$ cat src/rtl/cmp_monitor_pkg.sv
// Shared constants for the analog comparator monitor controller
package cmp_monitor_pkg;

  // ------------------------------------------------------------------
  // Register byte offsets (one aligned word each)
  // ------------------------------------------------------------------
  localparam logic [5:0] OFS_CONTROL_STATUS = 6'h00; // Start and flags
  localparam logic [5:0] OFS_CONFIGURATION  = 6'h04; // Mode, enables
  localparam logic [5:0] OFS_TIMING         = 6'h08; // Delay, divider
  localparam logic [5:0] OFS_THRESHOLD      = 6'h0c; // Threshold value
  localparam logic [5:0] OFS_COMPARE_RESULT = 6'h10; // Compare bits
  localparam logic [5:0] OFS_LEVEL_BASE     = 6'h20; // Level data 0..7

  // ------------------------------------------------------------------
  // Control and status field positions
  // ------------------------------------------------------------------
  localparam int BIT_START        = 0;
  localparam int BIT_END_MEASURE  = 1;
  localparam int BIT_END_COMPARE  = 2;
  localparam int BIT_BEYOND       = 3;

  // ------------------------------------------------------------------
  // Configuration field positions
  // ------------------------------------------------------------------
  localparam int POS_MODE_LO      = 0;
  localparam int BIT_MEASURE_IEN  = 3;
  localparam int BIT_THRESH_IEN   = 4;
  localparam int BIT_OVER_UNDER   = 5;

  // ------------------------------------------------------------------
  // Timing field positions and widths
  // ------------------------------------------------------------------
  localparam int POS_DELAY        = 0;
  localparam int WID_DELAY        = 4;
  localparam int POS_DIVIDER      = 4;
  localparam int WID_DIVIDER      = 4;

  // ------------------------------------------------------------------
  // Reset values
  // ------------------------------------------------------------------
  localparam logic [3:0] RST_DELAY     = 4'hf; // Slowest sampling
  localparam logic [3:0] RST_DIVIDER   = 4'hf; // Slowest trigger rate
  localparam logic [5:0] RST_THRESHOLD = 6'h00;

  // ------------------------------------------------------------------
  // Operating modes and sequencer states
  // ------------------------------------------------------------------
  typedef enum logic [1:0] {
    MODE_OFF     = 2'b00,
    MODE_LEVEL   = 2'b01,
    MODE_COMPARE = 2'b10,
    MODE_LOWPWR  = 2'b11
  } mode_t;

  typedef enum logic [1:0] {
    ST_IDLE   = 2'b00,
    ST_SETTLE = 2'b01,
    ST_SAMPLE = 2'b10,
    ST_WAIT   = 2'b11
  } state_t;

endpackage

$ cat src/rtl/analog_comparator_monitor_ctrl.sv
// Analog comparator monitor controller with Wishbone register slave
//
// Design decisions made here: the placing of the registers and the Wishbone interface to the registers.
`timescale 1ns/100ps

module analog_comparator_monitor_ctrl
  import cmp_monitor_pkg::*;
#(
  parameter int NUM_INPUTS = 8,
  parameter int LEVEL_BITS = 6
) (
  input  wire logic                  clk_i,
  input  wire logic                  rst_i,
  input  wire logic                  wb_cyc_i,
  input  wire logic                  wb_stb_i,
  input  wire logic                  wb_we_i,
  input  wire logic [5:0]            wb_adr_i,
  input  wire logic [3:0]            wb_sel_i,
  input  wire logic [31:0]           wb_dat_i,
  output logic      [31:0]           wb_dat_o,
  output logic                       wb_ack_o,
  input  wire logic [NUM_INPUTS-1:0] analog_input_i,
  output logic      [LEVEL_BITS-1:0] dac_value_o,
  output logic                       comparator_enable_o,
  input  wire logic                  low_rate_trigger_i,
  output logic                       irq_interrupt_controller_o,
  output logic                       irq_wakeup_unit_o
);

  // ------------------------------------------------------------------
  // Elaboration check
  // ------------------------------------------------------------------
  if (NUM_INPUTS != 8 || LEVEL_BITS != 6) begin : g_bad_param
    $error("Monitor supports eight inputs of six-bit level only");
  end

  // ------------------------------------------------------------------
  // Registers
  // ------------------------------------------------------------------
  mode_t                 monitor_mode_field;   // Configured mode
  mode_t                 active_mode;          // Mode in use
  logic                  measure_irq_enable;   // Mask for end of measure
  logic                  threshold_irq_enable; // Mask for beyond flag
  logic                  over_under_select;    // 1 above, 0 below
  logic [WID_DELAY-1:0]  sample_delay_field;   // Settle cycles
  logic [WID_DIVIDER-1:0] trigger_divider_field; // Trigger divisor
  logic [5:0]            threshold_value;      // Compare level
  logic                  end_of_measure_flag;  // Level burst done
  logic                  end_of_compare_flag;  // Compare burst done
  logic                  beyond_threshold_flag; // Low-power event
  logic [7:0]            compare_bit;          // Compare results
  logic [5:0]            level_value [8];      // Level buffers
  state_t                state;                // Sequencer state
  logic [5:0]            ramp;                 // Converter code
  logic [WID_DELAY-1:0]  delay_cnt;            // Settle countdown
  logic [WID_DIVIDER-1:0] div_cnt;             // Trigger prescaler
  logic [7:0]            cmp_meta;             // Sync stage one
  logic [7:0]            cmp_sync;             // Sync stage two
  logic [7:0]            cmp_seen;             // Inputs latched in ramp
  logic [1:0]            trig_sync;            // Trigger synchroniser
  logic                  trig_last;            // Trigger edge memory
  logic                  ack;                  // Bus answer

  // ------------------------------------------------------------------
  // Bus decode
  // ------------------------------------------------------------------
  // Classic single-cycle slave: a request is taken only while ack is
  // low, so a strobe still held after the answer is not taken twice.
  // Every address answers; unmapped ones read zero, drop writes.
  wire       bus_req    = wb_cyc_i & wb_stb_i & ~ack;
  wire       wr_lane0   = bus_req & wb_we_i & wb_sel_i[0];
  wire       hit_cts    = wb_adr_i == OFS_CONTROL_STATUS;
  wire       hit_cnf    = wb_adr_i == OFS_CONFIGURATION;
  wire       hit_tim    = wb_adr_i == OFS_TIMING;
  wire       hit_thr    = wb_adr_i == OFS_THRESHOLD;
  wire       hit_res    = wb_adr_i == OFS_COMPARE_RESULT;
  wire       hit_lvl    = wb_adr_i[5] & (wb_adr_i[1:0] == 2'b00);
  wire [2:0] lvl_idx    = wb_adr_i[4:2];
  wire [7:0] wd         = wb_dat_i[7:0];
  wire       wr_cts     = wr_lane0 & hit_cts;
  wire       wr_cnf     = wr_lane0 & hit_cnf;
  wire       wr_tim     = wr_lane0 & hit_tim;
  wire       wr_thr     = wr_lane0 & hit_thr;

  // Start only acts when the requested mode differs from the one in use
  wire       start_req  = wr_cts & wd[BIT_START];
  wire       start_go   = start_req &
                          (monitor_mode_field != active_mode);

  // The divider restarts at zero on a start, so the first trigger edge
  // after a start fires at once; later ones fire on every
  // (divider+1)-th edge.
  // Synchronised trigger rising edge and divided trigger
  wire       trig_edge  = trig_sync[1] & ~trig_last;
  wire       trig_fire  = trig_edge & (div_cnt == '0);

  // The synchroniser costs two cycles; the settle count must cover
  // them on top of converter and comparator delay.
  // Comparator high means input above the converter level
  wire [7:0] above      = cmp_sync;
  wire       any_beyond = over_under_select ? |above : |(~above);

  // Flag set requests, each valid only in its own mode, so a sample
  // in one mode never touches another mode's flag.
  wire       sample_now = (state == ST_SAMPLE);
  wire       set_eom    = sample_now & (active_mode == MODE_LEVEL) &
                          (ramp == 6'h3f);
  wire       set_eoc    = sample_now & (active_mode == MODE_COMPARE);
  wire       set_beyond = sample_now & (active_mode == MODE_LOWPWR) &
                          any_beyond;

  // Read multiplexer, reserved bits read zero
  // Only the low byte carries data; start is write-only, reads zero.
  // Level buffers read back undefined until a ramp has filled them.
  logic [7:0] rd_byte;
  always_comb begin
    rd_byte = 8'h00;
    if (hit_cts) begin
      rd_byte = {4'h0, beyond_threshold_flag, end_of_compare_flag,
                 end_of_measure_flag, 1'b0};
    end else if (hit_cnf) begin
      rd_byte = {2'b00, over_under_select, threshold_irq_enable,
                 measure_irq_enable, 1'b0, monitor_mode_field};
    end else if (hit_tim) begin
      rd_byte = {trigger_divider_field, sample_delay_field};
    end else if (hit_thr) begin
      rd_byte = {2'b00, threshold_value};
    end else if (hit_res) begin
      rd_byte = compare_bit;
    end else if (hit_lvl) begin
      rd_byte = {2'b00, level_value[lvl_idx]};
    end
  end

  // ------------------------------------------------------------------
  // Bus answer: ack one cycle after request, unmapped reads zero
  // ------------------------------------------------------------------
  // Read data is registered with the answer so it stands in the ack
  // cycle; the master takes it at the edge that samples ack high.
  always_ff @(posedge clk_i) begin
    if (rst_i) begin
      ack      <= 1'b0;
      wb_dat_o <= 32'h0000_0000;
    end else begin
      ack      <= bus_req;
      wb_dat_o <= {24'h00_0000, rd_byte};
    end
  end
  assign wb_ack_o = ack;

  // ------------------------------------------------------------------
  // Configuration registers, written only while idle by convention
  // ------------------------------------------------------------------
  // Writes land at the edge that takes the request, the same edge
  // that raises the answer; only byte lane zero is looked at.
  always_ff @(posedge clk_i) begin
    if (rst_i) begin
      monitor_mode_field    <= MODE_OFF;
      measure_irq_enable    <= 1'b0;
      threshold_irq_enable  <= 1'b0;
      over_under_select     <= 1'b0;
      sample_delay_field    <= RST_DELAY;
      trigger_divider_field <= RST_DIVIDER;
      threshold_value       <= RST_THRESHOLD;
    end else begin
      // Changing these mid-operation is unpredictable; not guarded
      if (wr_cnf) begin
        monitor_mode_field   <= mode_t'(wd[POS_MODE_LO +: 2]);
        measure_irq_enable   <= wd[BIT_MEASURE_IEN];
        threshold_irq_enable <= wd[BIT_THRESH_IEN];
        over_under_select    <= wd[BIT_OVER_UNDER];
      end
      if (wr_tim) begin
        sample_delay_field    <= wd[POS_DELAY +: WID_DELAY];
        trigger_divider_field <= wd[POS_DIVIDER +: WID_DIVIDER];
      end
      if (wr_thr) begin
        threshold_value <= wd[5:0];
      end
    end
  end

  // ------------------------------------------------------------------
  // Event flags: hardware set wins over software clear
  // ------------------------------------------------------------------
  // Priority: start clear, then hardware set, then software clear.
  // Letting the set win keeps an event that meets a clear from being
  // lost; the start wins because it opens a fresh run.
  always_ff @(posedge clk_i) begin
    if (rst_i) begin
      end_of_measure_flag   <= 1'b0;
      end_of_compare_flag   <= 1'b0;
      beyond_threshold_flag <= 1'b0;
    end else if (start_go) begin
      end_of_measure_flag   <= 1'b0;
      end_of_compare_flag   <= 1'b0;
      beyond_threshold_flag <= 1'b0;
    end else begin
      if (set_eom) begin
        end_of_measure_flag <= 1'b1;
      end else if (wr_cts & wd[BIT_END_MEASURE]) begin
        end_of_measure_flag <= 1'b0;
      end
      if (set_eoc) begin
        end_of_compare_flag <= 1'b1;
      end else if (wr_cts & wd[BIT_END_COMPARE]) begin
        end_of_compare_flag <= 1'b0;
      end
      if (set_beyond) begin
        beyond_threshold_flag <= 1'b1;
      end else if (wr_cts & wd[BIT_BEYOND]) begin
        beyond_threshold_flag <= 1'b0;
      end
    end
  end

  // Level output with no stretching: it drops the cycle after software
  // clears the causing flag or its enable.
  // Single level interrupt; end of compare has no enable
  wire monitor_irq = (end_of_measure_flag & measure_irq_enable) |
                     (beyond_threshold_flag & threshold_irq_enable);
  assign irq_interrupt_controller_o = monitor_irq;
  assign irq_wakeup_unit_o          = monitor_irq;

  // ------------------------------------------------------------------
  // Input synchronisers for comparators and trigger
  // ------------------------------------------------------------------
  // Both inputs are asynchronous to the core clock. Only the second
  // stage feeds logic; the first may go metastable.
  always_ff @(posedge clk_i) begin
    if (rst_i) begin
      cmp_meta  <= 8'h00;
      cmp_sync  <= 8'h00;
      trig_sync <= 2'b00;
      trig_last <= 1'b0;
    end else begin
      cmp_meta  <= analog_input_i;
      cmp_sync  <= cmp_meta;
      trig_sync <= {trig_sync[0], low_rate_trigger_i};
      trig_last <= trig_sync[1];
    end
  end

  // ------------------------------------------------------------------
  // Low-rate trigger prescaler, counts trigger edges
  // ------------------------------------------------------------------
  // Counts synchronised edges only; a start restarts it at zero.
  always_ff @(posedge clk_i) begin
    if (rst_i || start_go) begin
      div_cnt <= '0;
    end else if (trig_edge) begin
      div_cnt <= (div_cnt == trigger_divider_field) ? '0 : div_cnt + 1'b1;
    end
  end

  // ------------------------------------------------------------------
  // Sequencer: load converter, settle, sample, step or wait
  // ------------------------------------------------------------------
  // Level mode walks the converter 0 to 63, one settle and one sample
  // per code. Compare mode samples once at the threshold. Low-power
  // mode waits for a divided trigger and returns to waiting.
  always_ff @(posedge clk_i) begin
    if (rst_i) begin
      state       <= ST_IDLE;
      active_mode <= MODE_OFF;
      ramp        <= 6'h00;
      delay_cnt   <= '0;
    end else if (start_go) begin
      active_mode <= monitor_mode_field;
      ramp        <= (monitor_mode_field == MODE_LEVEL) ? 6'h00
                                                        : threshold_value;
      delay_cnt   <= sample_delay_field;
      case (monitor_mode_field)
        MODE_LEVEL, MODE_COMPARE: state <= ST_SETTLE;
        MODE_LOWPWR:              state <= ST_WAIT;
        default:                  state <= ST_IDLE;
      endcase
    end else begin
      case (state)
        ST_IDLE: begin
          state <= ST_IDLE;
        end
        ST_SETTLE: begin
          // Settle count covers converter and comparator delay
          if (delay_cnt == '0) begin
            state <= ST_SAMPLE;
          end else begin
            delay_cnt <= delay_cnt - 1'b1;
          end
        end
        ST_SAMPLE: begin
          delay_cnt <= sample_delay_field;
          if (active_mode == MODE_LEVEL && ramp != 6'h3f) begin
            ramp  <= ramp + 6'h01;
            state <= ST_SETTLE;
          end else if (active_mode == MODE_LOWPWR) begin
            state <= ST_WAIT;
          end else begin
            state <= ST_IDLE;
          end
        end
        ST_WAIT: begin
          if (trig_fire) begin
            ramp  <= threshold_value;
            state <= ST_SETTLE;
          end
        end
        default: state <= ST_IDLE;
      endcase
    end
  end

  assign dac_value_o         = ramp;
  assign comparator_enable_o = (active_mode != MODE_OFF);

  // ------------------------------------------------------------------
  // Result buffers: no reset, undefined until first written
  // ------------------------------------------------------------------
  // Marks inputs already latched in this ramp, so only the first code
  // at which a comparator reads low is kept.
  always_ff @(posedge clk_i) begin
    if (rst_i || start_go) begin
      cmp_seen <= 8'h00;
    end else if (sample_now && active_mode == MODE_LEVEL) begin
      cmp_seen <= cmp_seen | ~above;
    end
  end

  for (genvar i = 0; i < 8; i++) begin : g_level
    // Latch ramp code when the input first drops below the ramp
    always_ff @(posedge clk_i) begin
      if (sample_now && active_mode == MODE_LEVEL) begin
        if (!above[i] && !cmp_seen[i]) begin
          level_value[i] <= ramp;
        end else if (ramp == 6'h3f && !cmp_seen[i] && above[i]) begin
          level_value[i] <= 6'h3f;
        end
      end
    end
  end

  // Compare and low-power samples both refresh the result register
  always_ff @(posedge clk_i) begin
    if (sample_now && active_mode != MODE_LEVEL) begin
      compare_bit <= above;
    end
  end

endmodule

$ cat config.mk
export PLATFORM = sky130hd
export DESIGN_NAME = analog_comparator_monitor_ctrl
export DESIGN_NICKNAME = d
export VERILOG_FILES = /design/src/rtl/cmp_monitor_pkg.sv /design/src/rtl/analog_comparator_monitor_ctrl.sv
export SDC_FILE = /design/constraint.sdc
export NUM_CORES = 1
export LEC_CHECK = 0
export BUFFER_PORTS_ARGS = -buffer_cell sky130_fd_sc_hd__buf_2
export CORE_MARGIN = 2
export CORE_UTILIZATION = 55
export DETAILED_ROUTE_END_ITERATION = 10
export HOLD_SLACK_MARGIN = 0.15
export PLACE_DENSITY = 0.84
export SLEW_MARGIN = 20
export SYNTH_ARGS = -nofsm -noshare
export SYNTH_HDL_FRONTEND = slang
export SYNTH_SLANG_ARGS = --single-unit
$ cat constraint.sdc
create_clock -name clk_i -period 2.55 [get_ports clk_i]
set_input_delay 0.51 -clock clk_i [delete_from_list [all_inputs] [get_ports clk_i]]
set_output_delay 0.51 -clock clk_i [all_outputs]
set_load 0.02 [all_outputs]
==> results of run 1 <==
==> worst register-to-register path, delay by kind of cell (launching register included) <==
kind	cells	cell delay, ns
simple gates	2	0.57
flops	1	0.46
buf+inv	1	0.22
fa+ha+maj	1	0.27
compound gates	1	0.39
==> cells in the mapped netlist (2+ instances only) <==
cell type / number / area, sq um
mux2_2: 7 / 78.8
a221oi_1: 5 / 43.8
nand4_1: 2 / 12.5
nor3b_1: 2 / 15.0
mux4_2: 12 / 270
buf_4: 27 / 203
a22oi_1: 6 / 45.0
nor4_4: 2 / 42.5
xor2_1: 7 / 61.3
dfxtp_1: 82 / 1640
a2bb2oi_1: 2 / 17.5
inv_1: 7 / 26.3
nor2_1: 59 / 221
a21oi_1: 17 / 85.1
clkbuf_1: 52 / 195
nand3b_1: 10 / 75.1
nand3_1: 15 / 75.1
o21ai_0: 12 / 60.1
edfxtp_1: 50 / 1500
and2_1: 3 / 18.8
a21boi_0: 3 / 22.5
or2_2: 2 / 12.5
nor3_1: 12 / 60.1
o22a_1: 6 / 52.6
nor2b_1: 30 / 188
o21a_1: 3 / 22.5
nor4_1: 3 / 18.8
mux2i_1: 15 / 150
nand2_1: 35 / 131
xnor2_1: 4 / 35.0
or3_1: 3 / 18.8
a31oi_1: 3 / 18.8
ha_1: 4 / 50.1
a211o_1: 9 / 78.8
buf_2: 4 / 20.0
nand2b_1: 10 / 62.6
a211oi_1: 16 / 120
and3_1: 3 / 18.8
a222oi_1: 2 / 20.0
==> final timing paths <==
kind	startpoint	endpoint	cells past startpoint
max	dac_value_o[0]$_SDFFE_PP0P_	level_value[2][1]$_SDFFCE_PP1P_	5
min	wb_dat_i[6]	trigger_divider_field[2]$_SDFFE_PP1P_	2
max reg2reg	dac_value_o[0]$_SDFFE_PP0P_	level_value[2][1]$_SDFFCE_PP1P_	5
min reg2reg	cmp_meta[2]$_SDFF_PP0_	above[2]$_SDFF_PP0_	1
==> area by class of cell <==
cell class	instances	area, sq um
tap	140	175
fill	768	3780
inverter	8	30.0
clock buffer	25	561
sequential	132	3140
multi-input combinational	365	2450
clock inverter	7	78.8
timing repair buffer	76	480
==> registers in the layout, summed over array words and instances, names as in the netlist, 6 cells and up <==
signal           count
above                8
cmp_meta             8
cmp_seen             8
compare_bit          8
dac_value_o          6
level_value         48
threshold_value      6
wb_dat_o             8
==> logic make-up after synthesis <==
kind of cell | Yosys count | synth area share
AND/OR/NAND/NOR | 198 | 0.175
flip-flops | 132 | 0.526
AO/OA/AOI/OAI | 94 | 0.112
buffers and inverters | 93 | 0.0775
multiplexers | 34 | 0.0836
XOR/XNOR | 11 | 0.0161
adder cells (fa/ha/maj) | 4 | 0.00838
other | 1 | 0.000628
==> power groups by stage <==
stage	registers, W	clock network (W)	logic, W
floorplan	0.00225	0	0.000147
global placement	0.00225	0	0.000172
detailed placement	0.00225	0	0.000176
CTS	0.00220	0.00253	0.000177
global route	0.00221	0.00262	0.000194
finish	0.00220	0.00251	0.000179
==> cell usage in the layout, fill, tap and decap left out, types with 12 or more instances in the layout <==
cell type / count
nor2_1: 59
mux2i_1: 15
nand2_1: 35
o21ai_0: 12
a211oi_1: 16
nor2b_1: 30
a21oi_1: 17
buf_2: 46
mux4_2: 12
conb_1: 24
buf_4: 28
edfxtp_1: 50
dfxtp_1: 82
clkbuf_16: 21
nor3_1: 12
nand3_1: 15
==> routing by layer <==
layer / vias to the layer above / routed length (um)
met5: - / 0
met4: 0 / 332
met2: 199 / 6710
met3: 39 / 1100
met1: 2076 / 5240
li1: 2031 / -
==> through the flow <==
step	worst slack (ns)	instances	hold WS [ns]	utilization	power [W]
floorplan	0.197	590	0.414	-	0.00239
global placement	0.0511	721	0.421	0.587	0.00242
detailed placement	0.00328	721	0.424	0.587	0.00243
CTS	0.394	753	0.169	0.647	0.00491
global route	0.284	753	0.180	0.647	0.00502
finish	0.351	753	0.183	0.647	0.00489
==> impl_metrics.py, run 1 <==
metrics = {
    "status": {
        "status": "finished clean",
    },
    "pwr": {
        "p_per_area_nw_per_um2": 707,
        "combPwrFrac": 0.036,
        "p_switching_w": 0.00102,
        "internal-power_w": 0.00387,
        "power.share.sequential": 0.451,
        "power_frac_clock": 0.513,
        "p_leak_nw": 2.72,
        "ir_drop_mv": 0.424,
        "switching_share": 0.208,
    },
    "clocking": {
        "cts.sinks": 132,
        "cts_max_path_buffers": 2,
        "clk_pin_slew_worst_paths_ns": 0.06,
        "clockRootBuffer": "clkbuf_8",
        "cts_buffers": 17,
        "clk_latency_ns": 0.53,
        "cts_tree": "yes",
        "cts.htree.levels": 4,
        "post_cts_buffers": 0,
        "cts_resized": 0,
        "hold_buffers": 0,
    },
    "sta": {
        "grt_setup_unrepaired": "no",
        "fmax_mhz": 455,
        "period_needed_ns": 2.20,
        "final-hold-violation-count": 0,
        "max-slew-margin-rel": 0.534,
        "finalCritPeriodShare": 0.862,
        "setup_tns_ns": 0,
        "final_max_slew_viol_count": 0,
        "finalSetupViolCount": 0,
        "worstMarginPinSlew_ns": 0.693,
        "worst_clock_skew_ns": 0.00762,
    },
    "setup_path": {
        "crit_family": "simple AND/OR/NAND/NOR gates",
        "crit_buf_inv": 1,
        "critPathLaunchType": "flop",
        "rrSetupSlack_ns": 0.35,
        "cp.required_ns": 2.79,
        "path_class": "flop to flop",
        "path_cells": "ha_1 > and3_1 > nand3_1 > a211oi_1 > buf_4",
        "slowest_delay_ns": 0.46,
        "worst-path-max-fanout": 10,
        "critPathArrivalTime_ns": 2.44,
        "cp_slowest_cell": "dfxtp_1",
        "endpoint_kind": "flop",
    },
    "logic_synthesis": {
        "post_synth_instance_area_sq_um": 5970,
        "synth_ff_type": "dfxtp_1",
        "yosysWarnings": 0,
        "async_flop_share": 0,
        "synth_seq_area_share": 0.526,
        "synth-seq-cells": 132,
        "synthCells": 567,
        "yosys.cell_types.count": 60,
        "syn_area_per_cell_sq_um": 10.5,
        "synth_edf_count": 50,
    },
    "drt": {
        "antenna_left": 0,
        "vias": 4345,
        "routed_via_density": 5.77,
        "drc_errors": 0,
        "drt_wl_total_um": 13400,
        "wire_per_inst_um": 17.8,
        "first_pass_iters": 7,
        "drt_iter0_drc": 353,
    },
    "global_routing": {
        "grt_max_degree": 32,
        "use_met2": 0.402,
        "grtUsageTotal": 0.239,
        "grt-ovfl-total": 0,
        "grt_pass1_vias": 4116,
        "antenna_found_initial": 0,
        "grt_pass1_wl_um": 20900,
        "met3_usage": 0.0615,
        "grt_util_met1": 0.292,
        "busiest_layer": "met2",
    },
    "floorplanning": {
        "initial_core_util": 0.558,
        "die_h_um": 108,
        "fp.dieW_um": 108,
        "ios": 98,
        "num_rows": 38,
        "core_area_sq_um": 10700,
        "die_area_sq_um": 11700,
    },
    "placed_design": {
        "globalplace.congestion": 0.941,
        "post_dp_cell_area_sq_um": 6280,
        "portBuffers": 46,
        "hpwl_um": 9390,
    },
    "cells_and_area": {
        "diodes": 0,
        "drive_gt1_frac": 0.222,
        "fin_area_sq_um": 6920,
        "area_growth_pct": 15.9,
        "nNetsFinal": 660,
    },
    "min_path": {
        "hold_class": "input pin to flop",
    },
    "job": {
        "cap_violations": 0,
    },
}
Power figures use the tool's default switching activity.
==> run 2, diff against run 1 <==
--- a/config.mk
+++ b/config.mk
@@ -6,7 +6,7 @@
 export NUM_CORES = 1
 export LEC_CHECK = 0
 export BUFFER_PORTS_ARGS = -buffer_cell sky130_fd_sc_hd__buf_2
-export CORE_MARGIN = 2
+export CORE_MARGIN = 4
 export CORE_UTILIZATION = 55
 export DETAILED_ROUTE_END_ITERATION = 10
 export HOLD_SLACK_MARGIN = 0.15
==> impl_metrics.py, run 2 (synthesized netlist as in run 1, its figures left out) <==
metrics = {
    "job": {
        "cap_violations": 0,
    },
    "clocking": {
        "cts_buffers": 17,
        "clk_pin_slew_worst_paths_ns": 0.06,
        "post_cts_buffers": 0,
        "cts_resized": 0,
        "clockRootBuffer": "clkbuf_8",
        "cts_tree": "yes",
        "cts_max_path_buffers": 2,
        "clk_latency_ns": 0.53,
        "cts.sinks": 132,
        "hold_buffers": 0,
        "cts.htree.levels": 4,
    },
    "setup_path": {
        "path_cells": "nor2b_1 > nand2_1 > or3_1 > o22a_1",
        "critPathArrivalTime_ns": 2.69,
        "slowest_delay_ns": 0.62,
        "cp_slowest_cell": "or3_1",
        "worst-path-max-fanout": 18,
        "endpoint_kind": "flop",
        "critPathLaunchType": "flop",
        "rrSetupSlack_ns": 0.28,
        "crit_family": "simple AND/OR/NAND/NOR gates",
        "path_class": "flop to flop",
        "cp.required_ns": 2.97,
        "crit_buf_inv": 0,
    },
    "sta": {
        "finalWorstSetupSlack_ns": 0.282,
        "finalCritPeriodShare": 0.889,
        "grt_setup_unrepaired": "no",
        "final_max_slew_viol_count": 0,
        "worst_clock_skew_ns": 0.0108,
        "fmax_mhz": 441,
        "period_needed_ns": 2.27,
        "worstMarginPinSlew_ns": 0.680,
        "max-slew-margin-rel": 0.542,
        "final-hold-violation-count": 0,
        "finalSetupViolCount": 0,
        "fin_hold_ws_ns": 0.181,
    },
    "global_routing": {
        "grt-ovfl-total": 0,
        "grt_pass1_wl_um": 22000,
        "grtUsageTotal": 0.223,
        "antenna_found_initial": 0,
        "grt_pass1_vias": 4264,
        "grt_max_degree": 32,
    },
    "placed_design": {
        "dpl.cell_count": 715,
        "hpwl_um": 9570,
        "globalplace.congestion": 0.957,
        "post_dp_cell_area_sq_um": 6250,
        "dp_slack_ns": -0.0234,
        "portBuffers": 46,
    },
    "cells_and_area": {
        "largest_register_ffs": 48,
        "diodes": 0,
        "fin_cells": 747,
        "largest_register": "level_value",
        "area_growth_pct": 14.2,
        "layout_common_cells": "dfxtp_1, nor2_1, edfxtp_1",
        "nNetsFinal": 658,
        "final_common_cell": "dfxtp_1",
        "drive_gt1_frac": 0.221,
        "fin_area_sq_um": 6820,
    },
    "floorplanning": {
        "ios": 98,
        "die_area_sq_um": 12600,
        "initial_core_util": 0.571,
        "fp.dieW_um": 112,
        "core_area_sq_um": 10500,
        "die_h_um": 112,
        "num_rows": 37,
    },
    "drt": {
        "routed_via_density": 5.83,
        "drc_errors": 0,
        "drt_wl_total_um": 13600,
        "vias": 4352,
        "first_pass_iters": 5,
        "wire_per_inst_um": 18.2,
        "drt_iter0_drc": 484,
        "antenna_left": 0,
    },
    "pwr": {
        "p_total_w": 0.00472,
        "p_leak_nw": 2.67,
        "p_per_area_nw_per_um2": 692,
        "ir_drop_mv": 0.313,
    },
    "min_path": {
        "hold_class": "input pin to flop",
    },
    "status": {
        "status": "finished clean",
    },
}
run 2: cell count changes in the layout (fill, tap and decap cells not counted), moves of 2 or more:
cell / before / now
clkbuf_16: 21 / 16
inv_6: 1 / 4
clkinv_2: 1 / 3
clkinvlp_4: 0 / 2
run 2: final timing paths:
check                                       startpoint                                    end  depth (start not counted)
worst max-delay path             state[1]$_SDFFE_PP0P_         level_value[4][1]$_SDFFE_PP1P_                          4
worst min-delay path                       wb_dat_i[6]  trigger_divider_field[2]$_SDFFE_PP1P_                          2
worst max register to register   state[1]$_SDFFE_PP0P_         level_value[4][1]$_SDFFE_PP1P_                          4
worst min register to register  cmp_meta[2]$_SDFF_PP0_                    above[2]$_SDFF_PP0_                          1
run 2: stage by stage:
stage,TNS [ns],utilization
2_1_floorplan,0,-
3_3_place_gp,0,0.597
3_5_place_dp,-0.0486,0.597
4_1_cts,0,0.652
5_1_grt,0,0.652
6_report,0,0.652
run 2: cell type report:
cell class                      instances  area [sq um]
Fill cell                             776          3640
Inverter                                8          30.0
Timing Repair Buffer                   74           453
Multi-Input combinational cell        365          2450
Clock inverter                         14           151
Tap cell                              136           170
Sequential cell                       132          3140
Clock buffer                           18           418
run 2: where the power goes:
group          leakage, nW  switching [W]  internal, W
sequential            1.19      0.0000137      0.00219
combinational         1.20       0.000118    0.0000610
clock                0.276       0.000934      0.00140
total                 2.67        0.00107      0.00365
run 2: metal layers:
| metal | routed length (um) | global-route usage | up-vias |
|---|---|---|---|
| met5 | 0 | 0 | - |
| met4 | 308 | 0.0841 | 0 |
| met3 | 1290 | 0.0561 | 30 |
| met2 | 6630 | 0.364 | 228 |
| met1 | 5350 | 0.289 | 2066 |
| li1 | - | - | 2028 |
